**src/clkdiv_pkg.sv**
```systemverilog
// shared constants and types for the channel clock divider
package clkdiv_pkg;

  // ----------------------------------------
  // register indices (byte address = 4 * index)
  // ----------------------------------------
  localparam logic [9:0] IDX_D0_CNT   = 10'h190;
  localparam logic [9:0] IDX_D0_CTRL  = 10'h191;
  localparam logic [9:0] IDX_D0_ROUTE = 10'h192;
  localparam logic [9:0] IDX_D1_CNT   = 10'h193;
  localparam logic [9:0] IDX_D1_CTRL  = 10'h194;
  localparam logic [9:0] IDX_D1_ROUTE = 10'h195;
  localparam logic [9:0] IDX_SRC_SEL  = 10'h1E1;
  localparam logic [9:0] IDX_STATUS   = 10'h1F0;

  // ----------------------------------------
  // reset values
  // ----------------------------------------
  localparam logic [7:0] RST_D0_CNT   = 8'h00;
  localparam logic [7:0] RST_D0_CTRL  = 8'h80;
  localparam logic [7:0] RST_D0_ROUTE = 8'h00;
  localparam logic [7:0] RST_D1_CNT   = 8'hB0;
  localparam logic [7:0] RST_D1_CTRL  = 8'h00;
  localparam logic [7:0] RST_D1_ROUTE = 8'h00;
  localparam logic [7:0] RST_SRC_SEL  = 8'h00;

  // ----------------------------------------
  // field positions
  // ----------------------------------------
  localparam int BYP_BIT    = 7;
  localparam int NOSYNC_BIT = 6;
  localparam int FORCE_BIT  = 5;
  localparam int START_BIT  = 4;
  localparam int DIRECT_BIT = 1;
  localparam int DCC_BIT    = 0;
  localparam int SRC_BIT    = 0;

  localparam logic [1:0] RESP_OKAY   = 2'h0;
  localparam logic [1:0] RESP_SLVERR = 2'h2;

  typedef struct packed {
    logic [3:0] low;
    logic [3:0] high;
    logic       bypass;
    logic       nosync;
    logic       force_hi;
    logic       start_high;
    logic [3:0] phase;
    logic       direct;
    logic       dcc_off;
  } div_cfg_t;

  function automatic div_cfg_t unpack_cfg(input logic [7:0] cnt,
                                          input logic [7:0] ctrl,
                                          input logic [7:0] route);
    div_cfg_t c;
    c.low        = cnt[7:4];
    c.high       = cnt[3:0];
    c.bypass     = ctrl[BYP_BIT];
    c.nosync     = ctrl[NOSYNC_BIT];
    c.force_hi   = ctrl[FORCE_BIT];
    c.start_high = ctrl[START_BIT];
    c.phase      = ctrl[3:0];
    c.direct     = route[DIRECT_BIT];
    c.dcc_off    = route[DCC_BIT];
    return c;
  endfunction : unpack_cfg

endpackage : clkdiv_pkg
```
**src/chan_divider.sv**
```systemverilog
// one output channel divider with phase, sync, force and routing
`timescale 1ns/100ps
module chan_divider
  import clkdiv_pkg::*;
(
  // clock and reset
  input  wire logic     clk_in,
  input  wire logic     rst_n_in,
  // input clock image
  input  wire logic     tick_in,
  input  wire logic     raw_in,
  // control
  input  wire logic     sync_in,
  input  wire logic     src_sel_in,
  input  wire div_cfg_t cfg_in,
  // result
  output logic          out_out,
  output logic          run_out
);

  typedef enum logic [1:0] {ST_HOLD, ST_PHASE, ST_RUN} div_state_t;

  div_state_t state_r;
  logic [3:0] cnt_r;
  logic       level_r;
  logic       prev_r;
  logic       out_r;
  logic       sync_hold;
  logic       direct_eff;
  logic       odd;
  logic       shaped;

  assign sync_hold  = sync_in & ~cfg_in.nosync;
  assign direct_eff = cfg_in.direct & ~src_sel_in;
  assign odd        = cfg_in.low[0] ^ cfg_in.high[0];

  // ----------------------------------------
  // counting
  // ----------------------------------------
  always_ff @(posedge clk_in) begin
    if (!rst_n_in) begin
      state_r <= ST_HOLD;
      cnt_r   <= 4'h0;
      level_r <= 1'b0;
    end else if (sync_hold || cfg_in.bypass) begin
      // bypass powers the counter down; leaving it restarts like a sync
      state_r <= ST_HOLD;
      level_r <= cfg_in.start_high;
    end else if (tick_in) begin
      case (state_r)
        ST_HOLD: begin
          state_r <= ST_PHASE;
          cnt_r   <= cfg_in.phase;
          level_r <= cfg_in.start_high;
        end
        ST_PHASE: begin
          if (cnt_r == 4'h0) begin
            state_r <= ST_RUN;
            level_r <= cfg_in.start_high;
            cnt_r   <= cfg_in.start_high ? cfg_in.high : cfg_in.low;
          end else begin
            cnt_r <= cnt_r - 4'h1;
          end
        end
        ST_RUN: begin
          if (cnt_r == 4'h0) begin
            level_r <= ~level_r;
            cnt_r   <= level_r ? cfg_in.low : cfg_in.high;
          end else begin
            cnt_r <= cnt_r - 4'h1;
          end
        end
        default: state_r <= ST_HOLD;
      endcase
    end
  end

  // ----------------------------------------
  // duty correction and output select
  // ----------------------------------------
  always_ff @(posedge clk_in) begin
    if (!rst_n_in) prev_r <= 1'b0;
    else           prev_r <= level_r;
  end

  // correction when not disabled
  // odd ratios stretch high by half an input cycle
  assign shaped = level_r | (~cfg_in.dcc_off & odd & prev_r & (state_r == ST_RUN));

  always_ff @(posedge clk_in) begin
    if (!rst_n_in) begin
      out_r <= 1'b0;
    end else if (direct_eff || cfg_in.bypass) begin
      out_r <= raw_in;
    end else if (cfg_in.force_hi && cfg_in.nosync) begin
      out_r <= cfg_in.start_high;
    end else begin
      out_r <= shaped;
    end
  end

  assign out_out = out_r;
  assign run_out = (state_r == ST_RUN);

  logic       flip;
  logic [4:0] seg_r;
  logic       full_r;
  logic [5:0] per_r;
  logic       pfull_r;
  div_cfg_t   cfg_q_r;

  assign flip = (state_r == ST_RUN) & tick_in & (cnt_r == 4'h0) & ~sync_hold & ~cfg_in.bypass;

  always_ff @(posedge clk_in) begin
    cfg_q_r <= cfg_in;
    if (!rst_n_in || state_r != ST_RUN || cfg_in != cfg_q_r || sync_hold || cfg_in.bypass) begin
      seg_r   <= 5'h00;
      full_r  <= 1'b0;
      per_r   <= 6'h00;
      pfull_r <= 1'b0;
    end else if (flip) begin
      seg_r  <= 5'h00;
      full_r <= 1'b1;
      per_r  <= level_r ? per_r + 6'h01 : 6'h00;
      if (!level_r) pfull_r <= full_r;
    end else if (tick_in) begin
      seg_r <= seg_r + 5'h01;
      per_r <= per_r + 6'h01;
    end
  end
endmodule : chan_divider

```
**src/channel_clock_divider.sv**
```systemverilog
// two channel clock dividers with an AXI4-Lite register slave
//
// Local design decision: the AXI4-Lite register port.
`timescale 1ns/100ps
module channel_clock_divider
  import clkdiv_pkg::*;
#(
  parameter int ADDR_W = 12
) (
  // clock and reset
  input  wire logic              CLK_IN,
  input  wire logic              RST_N_IN,
  // chip-level sync pin
  input  wire logic              SYNC_N_IN,
  // axi write address
  input  wire logic [ADDR_W-1:0] S_AXI_AWADDR_IN,
  input  wire logic              S_AXI_AWVALID_IN,
  output logic                   S_AXI_AWREADY_OUT,
  // axi write data
  input  wire logic [31:0]       S_AXI_WDATA_IN,
  input  wire logic [3:0]        S_AXI_WSTRB_IN,
  input  wire logic              S_AXI_WVALID_IN,
  output logic                   S_AXI_WREADY_OUT,
  // axi write response
  output logic [1:0]             S_AXI_BRESP_OUT,
  output logic                   S_AXI_BVALID_OUT,
  input  wire logic              S_AXI_BREADY_IN,
  // axi read address
  input  wire logic [ADDR_W-1:0] S_AXI_ARADDR_IN,
  input  wire logic              S_AXI_ARVALID_IN,
  output logic                   S_AXI_ARREADY_OUT,
  // axi read data
  output logic [31:0]            S_AXI_RDATA_OUT,
  output logic [1:0]             S_AXI_RRESP_OUT,
  output logic                   S_AXI_RVALID_OUT,
  input  wire logic              S_AXI_RREADY_IN,
  // clock outputs
  output logic                   FIRST_PAIR_OUTPUT_A_OUT,
  output logic                   FIRST_PAIR_OUTPUT_B_OUT,
  output logic                   SECOND_PAIR_OUTPUT_A_OUT,
  output logic                   SECOND_PAIR_OUTPUT_B_OUT
);

  // the index decode reads address bits 11:2
  if (ADDR_W < 12) begin : g_addr_check
    $error("ADDR_W must reach the register indices");
  end

  // ----------------------------------------
  // input clock image and sync pin
  // ----------------------------------------
  logic raw_r;
  logic tick;
  logic sync_m_r;
  logic sync_s_r;
  logic sync_act;

  // one input clock cycle spans two system clocks, so the raw
  // clock can be routed as a level without a second domain
  always_ff @(posedge CLK_IN) begin
    if (!RST_N_IN) raw_r <= 1'b0;
    else           raw_r <= ~raw_r;
  end

  assign tick = ~raw_r;

  always_ff @(posedge CLK_IN) begin
    if (!RST_N_IN) begin
      sync_m_r <= 1'b1;
      sync_s_r <= 1'b1;
    end else begin
      sync_m_r <= SYNC_N_IN;
      sync_s_r <= sync_m_r;
    end
  end

  assign sync_act = ~sync_s_r;

  // ----------------------------------------
  // register file
  // ----------------------------------------
  logic [7:0] d0_cnt_r;
  logic [7:0] d0_ctrl_r;
  logic [7:0] d0_route_r;
  logic [7:0] d1_cnt_r;
  logic [7:0] d1_ctrl_r;
  logic [7:0] d1_route_r;
  logic [7:0] src_sel_r;
  logic       bvalid_r;
  logic [1:0] bresp_r;
  logic       rvalid_r;
  logic [1:0] rresp_r;
  logic [31:0] rdata_r;
  logic       wr_fire;
  logic       rd_fire;
  logic [9:0] wr_idx;
  logic [9:0] rd_idx;
  logic       wr_hit;
  logic       rd_hit;
  logic [7:0] rd_byte;
  logic [7:0] status;
  logic       first_pair_output_a;
  logic       first_pair_output_b;
  logic       run0;
  logic       run1;

  assign wr_idx = S_AXI_AWADDR_IN[11:2];
  assign rd_idx = S_AXI_ARADDR_IN[11:2];

  // both write channels are taken together so no half write is held
  assign wr_fire           = S_AXI_AWVALID_IN & S_AXI_WVALID_IN & ~bvalid_r;
  assign S_AXI_AWREADY_OUT = wr_fire;
  assign S_AXI_WREADY_OUT  = wr_fire;
  assign rd_fire           = S_AXI_ARVALID_IN & ~rvalid_r;
  assign S_AXI_ARREADY_OUT = ~rvalid_r;

  always_comb begin
    case (wr_idx)
      IDX_D0_CNT, IDX_D0_CTRL, IDX_D0_ROUTE,
      IDX_D1_CNT, IDX_D1_CTRL, IDX_D1_ROUTE,
      IDX_SRC_SEL, IDX_STATUS: wr_hit = 1'b1;
      default:                 wr_hit = 1'b0;
    endcase
  end

  always_ff @(posedge CLK_IN) begin
    if (!RST_N_IN) begin
      d0_cnt_r   <= RST_D0_CNT;
      d0_ctrl_r  <= RST_D0_CTRL;
      d0_route_r <= RST_D0_ROUTE;
      d1_cnt_r   <= RST_D1_CNT;
      d1_ctrl_r  <= RST_D1_CTRL;
      d1_route_r <= RST_D1_ROUTE;
      src_sel_r  <= RST_SRC_SEL;
    end else if (wr_fire && S_AXI_WSTRB_IN[0]) begin
      case (wr_idx)
        IDX_D0_CNT:   d0_cnt_r   <= S_AXI_WDATA_IN[7:0];
        IDX_D0_CTRL:  d0_ctrl_r  <= S_AXI_WDATA_IN[7:0];
        IDX_D0_ROUTE: d0_route_r <= S_AXI_WDATA_IN[7:0];
        IDX_D1_CNT:   d1_cnt_r   <= S_AXI_WDATA_IN[7:0];
        IDX_D1_CTRL:  d1_ctrl_r  <= S_AXI_WDATA_IN[7:0];
        IDX_D1_ROUTE: d1_route_r <= S_AXI_WDATA_IN[7:0];
        IDX_SRC_SEL:  src_sel_r  <= S_AXI_WDATA_IN[7:0];
        default: ;
      endcase
    end
  end

  // ----------------------------------------
  // write response
  // ----------------------------------------
  always_ff @(posedge CLK_IN) begin
    if (!RST_N_IN) begin
      bvalid_r <= 1'b0;
      bresp_r  <= RESP_OKAY;
    end else if (wr_fire) begin
      bvalid_r <= 1'b1;
      bresp_r  <= wr_hit ? RESP_OKAY : RESP_SLVERR;
    end else if (S_AXI_BREADY_IN) begin
      bvalid_r <= 1'b0;
    end
  end

  assign S_AXI_BVALID_OUT = bvalid_r;
  assign S_AXI_BRESP_OUT  = bresp_r;

  // ----------------------------------------
  // read path
  // ----------------------------------------
  assign status = {3'h0, sync_act, run1, run0, first_pair_output_b, first_pair_output_a};

  always_comb begin
    rd_hit  = 1'b1;
    rd_byte = 8'h00;
    case (rd_idx)
      IDX_D0_CNT:   rd_byte = d0_cnt_r;
      IDX_D0_CTRL:  rd_byte = d0_ctrl_r;
      IDX_D0_ROUTE: rd_byte = d0_route_r;
      IDX_D1_CNT:   rd_byte = d1_cnt_r;
      IDX_D1_CTRL:  rd_byte = d1_ctrl_r;
      IDX_D1_ROUTE: rd_byte = d1_route_r;
      IDX_SRC_SEL:  rd_byte = src_sel_r;
      IDX_STATUS:   rd_byte = status;
      default:      rd_hit  = 1'b0;
    endcase
  end

  always_ff @(posedge CLK_IN) begin
    if (!RST_N_IN) begin
      rvalid_r <= 1'b0;
      rresp_r  <= RESP_OKAY;
      rdata_r  <= 32'h0000_0000;
    end else if (rd_fire) begin
      rvalid_r <= 1'b1;
      rresp_r  <= rd_hit ? RESP_OKAY : RESP_SLVERR;
      rdata_r  <= {24'h00_0000, rd_byte};
    end else if (S_AXI_RREADY_IN) begin
      rvalid_r <= 1'b0;
    end
  end

  assign S_AXI_RVALID_OUT = rvalid_r;
  assign S_AXI_RRESP_OUT  = rresp_r;
  assign S_AXI_RDATA_OUT  = rdata_r;

  // ----------------------------------------
  // channels
  // ----------------------------------------
  div_cfg_t cfg0;
  div_cfg_t cfg1;

  assign cfg0 = unpack_cfg(d0_cnt_r, d0_ctrl_r, d0_route_r);
  assign cfg1 = unpack_cfg(d1_cnt_r, d1_ctrl_r, d1_route_r);

  chan_divider u_div0 (
    .clk_in     (CLK_IN),
    .rst_n_in   (RST_N_IN),
    .tick_in    (tick),
    .raw_in     (raw_r),
    .sync_in    (sync_act),
    .src_sel_in (src_sel_r[SRC_BIT]),
    .cfg_in     (cfg0),
    .out_out    (first_pair_output_a),
    .run_out    (run0)
  );

  chan_divider u_div1 (
    .clk_in     (CLK_IN),
    .rst_n_in   (RST_N_IN),
    .tick_in    (tick),
    .raw_in     (raw_r),
    .sync_in    (sync_act),
    .src_sel_in (src_sel_r[SRC_BIT]),
    .cfg_in     (cfg1),
    .out_out    (first_pair_output_b),
    .run_out    (run1)
  );

  // pair members are complements, both from the channel flop
  assign FIRST_PAIR_OUTPUT_A_OUT  = first_pair_output_a;
  assign FIRST_PAIR_OUTPUT_B_OUT  = ~first_pair_output_a;
  assign SECOND_PAIR_OUTPUT_A_OUT = first_pair_output_b;
  assign SECOND_PAIR_OUTPUT_B_OUT = ~first_pair_output_b;
endmodule : channel_clock_divider

```
**config.mk**
```make
export PLATFORM = sky130hd
export DESIGN_NAME = channel_clock_divider
export DESIGN_NICKNAME = d
export VERILOG_FILES = /design/src/clkdiv_pkg.sv /design/src/chan_divider.sv /design/src/channel_clock_divider.sv
export SDC_FILE = /design/constraint.sdc
export NUM_CORES = 1
export LEC_CHECK = 0
export CORE_UTILIZATION = 44
export DETAILED_ROUTE_END_ITERATION = 7
export DONT_BUFFER_PORTS = 1
export HOLD_SLACK_MARGIN = 0.15
export PLACE_DENSITY = 0.63
export SYNTH_ARGS = -nofsm -noshare
export SYNTH_HDL_FRONTEND = slang
export SYNTH_SLANG_ARGS = --single-unit
```
**constraint.sdc**
```tcl
create_clock -name CLK_IN -period 5.1 [get_ports CLK_IN]
set_input_delay 1.02 -clock CLK_IN [delete_from_list [all_inputs] [get_ports CLK_IN]]
set_output_delay 1.02 -clock CLK_IN [all_outputs]
set_load 0.005 [all_outputs]
```
==> flow_summary.json <==
{
  "clkLatencyLatePin_ps": 360,
  "grt_overflow": 0,
  "netlist_instances": 529,
  "cts_tree": "done",
  "synth_top_family_by_area": "simple AND/OR/NAND/NOR gates",
  "worst_ep_required_time_ps": 5350,
  "timing.critical_path.slowest_cell_delay_ps": 670,
  "internal_power_uw": 1180,
  "ys_top_cells_by_count": "dfxtp_1, mux2i_1, nor2b_1",
  "netlist_area_um2": 4940,
  "vias_in_the_first_global_route": 3695,
  "setup_viol": 0,
  "switching_share": 0.230,
  "post_synth_fa_ha_maj_area_fraction": 0.0304,
  "clkSinkCount": 89,
  "cts_hold_buffers": 0,
  "clock-skew-final_ps": 8.49,
  "multi_input_comb_area_um2": 2850,
  "worstPathBufferInverterCount": 0,
  "number_of_antenna_violations_at_the_first_check_in_global_routing": 0,
  "num_cts_buffers": 9,
  "post_synth_xor_area_fraction": 0.00532,
  "slew_headroom": 0.494,
  "worst_pin_slew_ps": 757,
  "timing.setup.tns_ps": 0,
  "postRouteAntennaNets": 0,
  "timing.max_cap.violations": 0,
  "globalplace.congestion": 0.818,
  "io-pin-count": 113,
  "finalCriticalPeriod_ps": 2430,
  "synth.yosys.seq_area_share": 0.361,
  "track_usage": 0.211,
  "clk_root_buf": "clkbuf_8",
  "synth_enable_flop_cells": 0,
  "ys_seq_elements": 89,
  "drt-vias-per-instance": 5.58,
  "slew_violations": 0,
  "chipHeight_um": 108,
  "timing.critical_path.to_type": "flop",
  "core_area_um2": 10900,
  "status": "completed",
  "post_synth_num_cell_types": 61,
  "crit_slowest_cell": "and4_1",
  "comb_power_share": 0.101,
  "pwr-share-seq": 0.473,
  "yosys.area.top_type": "dfxtp_1",
  "synth_compound_gate_area_share": 0.143,
  "sequential_cell_area_um2": 1780,
  "synthTopCellsByArea": "dfxtp_1, mux2i_1, nor2b_1",
  "final.period_utilization": 0.477,
  "cts_setup_buffers": 0,
  "yosys_warnings": 0,
  "yosys.cell_count.top_type": "dfxtp_1",
  "die_width_um": 108,
  "peakVddDrop_mv": 0.171,
  "cp_max_fo": 8,
  "proportion_of_layout_cells_with_a_drive_suffix_above_1": 0.0869,
  "detailedRoute.firstIterationViolations": 199,
  "synthArstFlopShare": 0,
  "grt_first_pass_wirelength_mm": 18.6,
  "dominantRegCellSynth": "dfxtp_1",
  "pwr_density_cell_nw_per_um2": 297,
  "vias_after_detailed_routing": 3671,
  "syn_area_per_cell_um2": 9.33,
  "share_of_synthesized_cell_area_in_and_or_nand_and_nor_gates": 0.205,
  "setup_repair_after_global_routing_missed_its_margin": "no",
  "nFillCells": 1058,
  "p_leak_uw": 0.00222,
  "critical-path-top-delay-family": "simple AND/OR/NAND/NOR gates",
  "netSwitchingPower_uw": 353,
  "htree_levels": 3,
  "final_net_count": 593,
  "clk_path_buf_depth": 2,
  "fmax_ghz": 0.411,
  "floorplan.initialDensity": 0.453,
  "area.growth.synth_to_final_pct": 4.49,
  "hold_violations": 0,
  "post-layout-total-power_uw": 1530,
  "worstSetupPathType": "input pin to flop",
  "place.detailed.hpwl_mm": 8.34,
  "standard_cell_rows": 38,
  "io_buffers": 0,
  "clkTransAtPathRegs_ps": 90,
  "diodes": 0,
  "cp_data_arrival_time_ps": 2690,
  "worstPathCellList": "or3b_4 -> nor3b_2 -> and4_1 -> mux2i_1 -> nor2b_1",
  "synth.mux.area_fraction": 0.174,
  "clkPwrFrac": 0.426,
  "route.final.wire_length_mm": 11.6,
  "min-delay-path-class": "flop to flop",
  "drt_first_pass_iters": 4,
  "fp.dieArea_um2": 11600,
  "crit_path_start_kind": "input pin",
  "drc_errors": 0,
  "grt_max_degree": 88,
  "count_of_cells_resized_by_post_cts_repair": 0,
  "top_area_cell_type_share_of_the_netlist_area": 0.361,
  "routedWlPerCell_um": 17.6
}
==> worst paths after layout <==
| check | startpoint | endpoint | slack [ps] | cells after the start |
|---|---|---|---|---|
| worst max-delay path | S_AXI_AWADDR_IN[7] | d1_ctrl_r[4]$_SDFFE_PN0P_ | 2670 | 5 |
| worst min-delay path | sync_m_r$_SDFF_PN1_ | sync_s_r$_SDFF_PN1_ | 440 | 1 |
| worst max register to register | u_div1.cnt_r[0]$_SDFFE_PN0P_ | u_div1.cnt_r[3]$_SDFFE_PN0P_ | 2940 | 7 |
| worst min register to register | sync_m_r$_SDFF_PN1_ | sync_s_r$_SDFF_PN1_ | 440 | 1 |
==> per-layer routing <==
layer  GRT usage  wire length (um)
met1       0.250              4970
met2       0.380              5840
met3      0.0434               529
met4      0.0656               244
met5           0                 0
==> placed cells by master, fill, tap and decap left out, types with 5 or more instances in the layout <==
cell and n:
dfxtp_1 89, mux2i_1 69, nor2b_1 62, nand2_1 42, conb_1 26, o21ai_0 23
nor2_1 22, inv_1 20, a21oi_1 19, ha_1 12, clkbuf_8 11, o211ai_1 10
nand2b_1 7, mux4_2 7, o22ai_1 6, a22oi_1 6, nor3b_2 5, a22o_1 5
a21o_1 5, o31ai_1 5
==> sequential cells by signal, indices dropped and copies added, names as in the netlist, 2 cells and up <==
register,cells
d0_ctrl_r,8
d1_route_r,8
S_AXI_RDATA_OUT,8
u_div1.state_r,2
d1_cnt_r,8
d1_ctrl_r,8
src_sel_r,8
u_div0.cnt_r,4
u_div1.cnt_r,4
u_div0.state_r,2
d0_cnt_r,8
d0_route_r,8
==> power by group through the flow <==
stage	combinational, uW	clock [uW]	sequential (uW)
2_1_floorplan	159	0	735
3_3_place_gp	150	0	741
3_5_place_dp	155	0	741
4_1_cts	155	658	725
5_1_grt	177	689	728
6_report	156	652	725
==> kinds of logic (layout without fill, tap and decap cells) <==
kind of cell               count (synthesis)  count (layout)
and+or+nand+nor                          171             171
AOI/OAI and AO/OA                        104             104
DFF                                       89              89
muxes                                     77              77
buffers and inverters                     72              36
adders and majority gates                 12              12
xor gates and xnor gates                   3               3
other                                      1              26
==> stage by stage <==
step	std cells	hold WS, ps	utilization	instance area (um2)	setup slack (ps)
final	658	440	0.474	5160	2670
after global routing	658	478	0.474	5160	2570
after CTS	658	437	0.474	5160	2700
after detailed placement	642	415	0.448	4880	2330
after global placement	642	393	0.448	4880	2380
after floorplan	554	386	-	5030	2640
==> layout make-up <==
cell class | instances | share of cell area
multi-input combinational | 393 | 0.553
inverter | 20 | 0.0146
clock buffer | 11 | 0.0293
clock inverter | 5 | 0.0243
tap | 140 | 0.0340
sequential | 89 | 0.345
No activity file was read; power rests on OpenSTA's default activity.
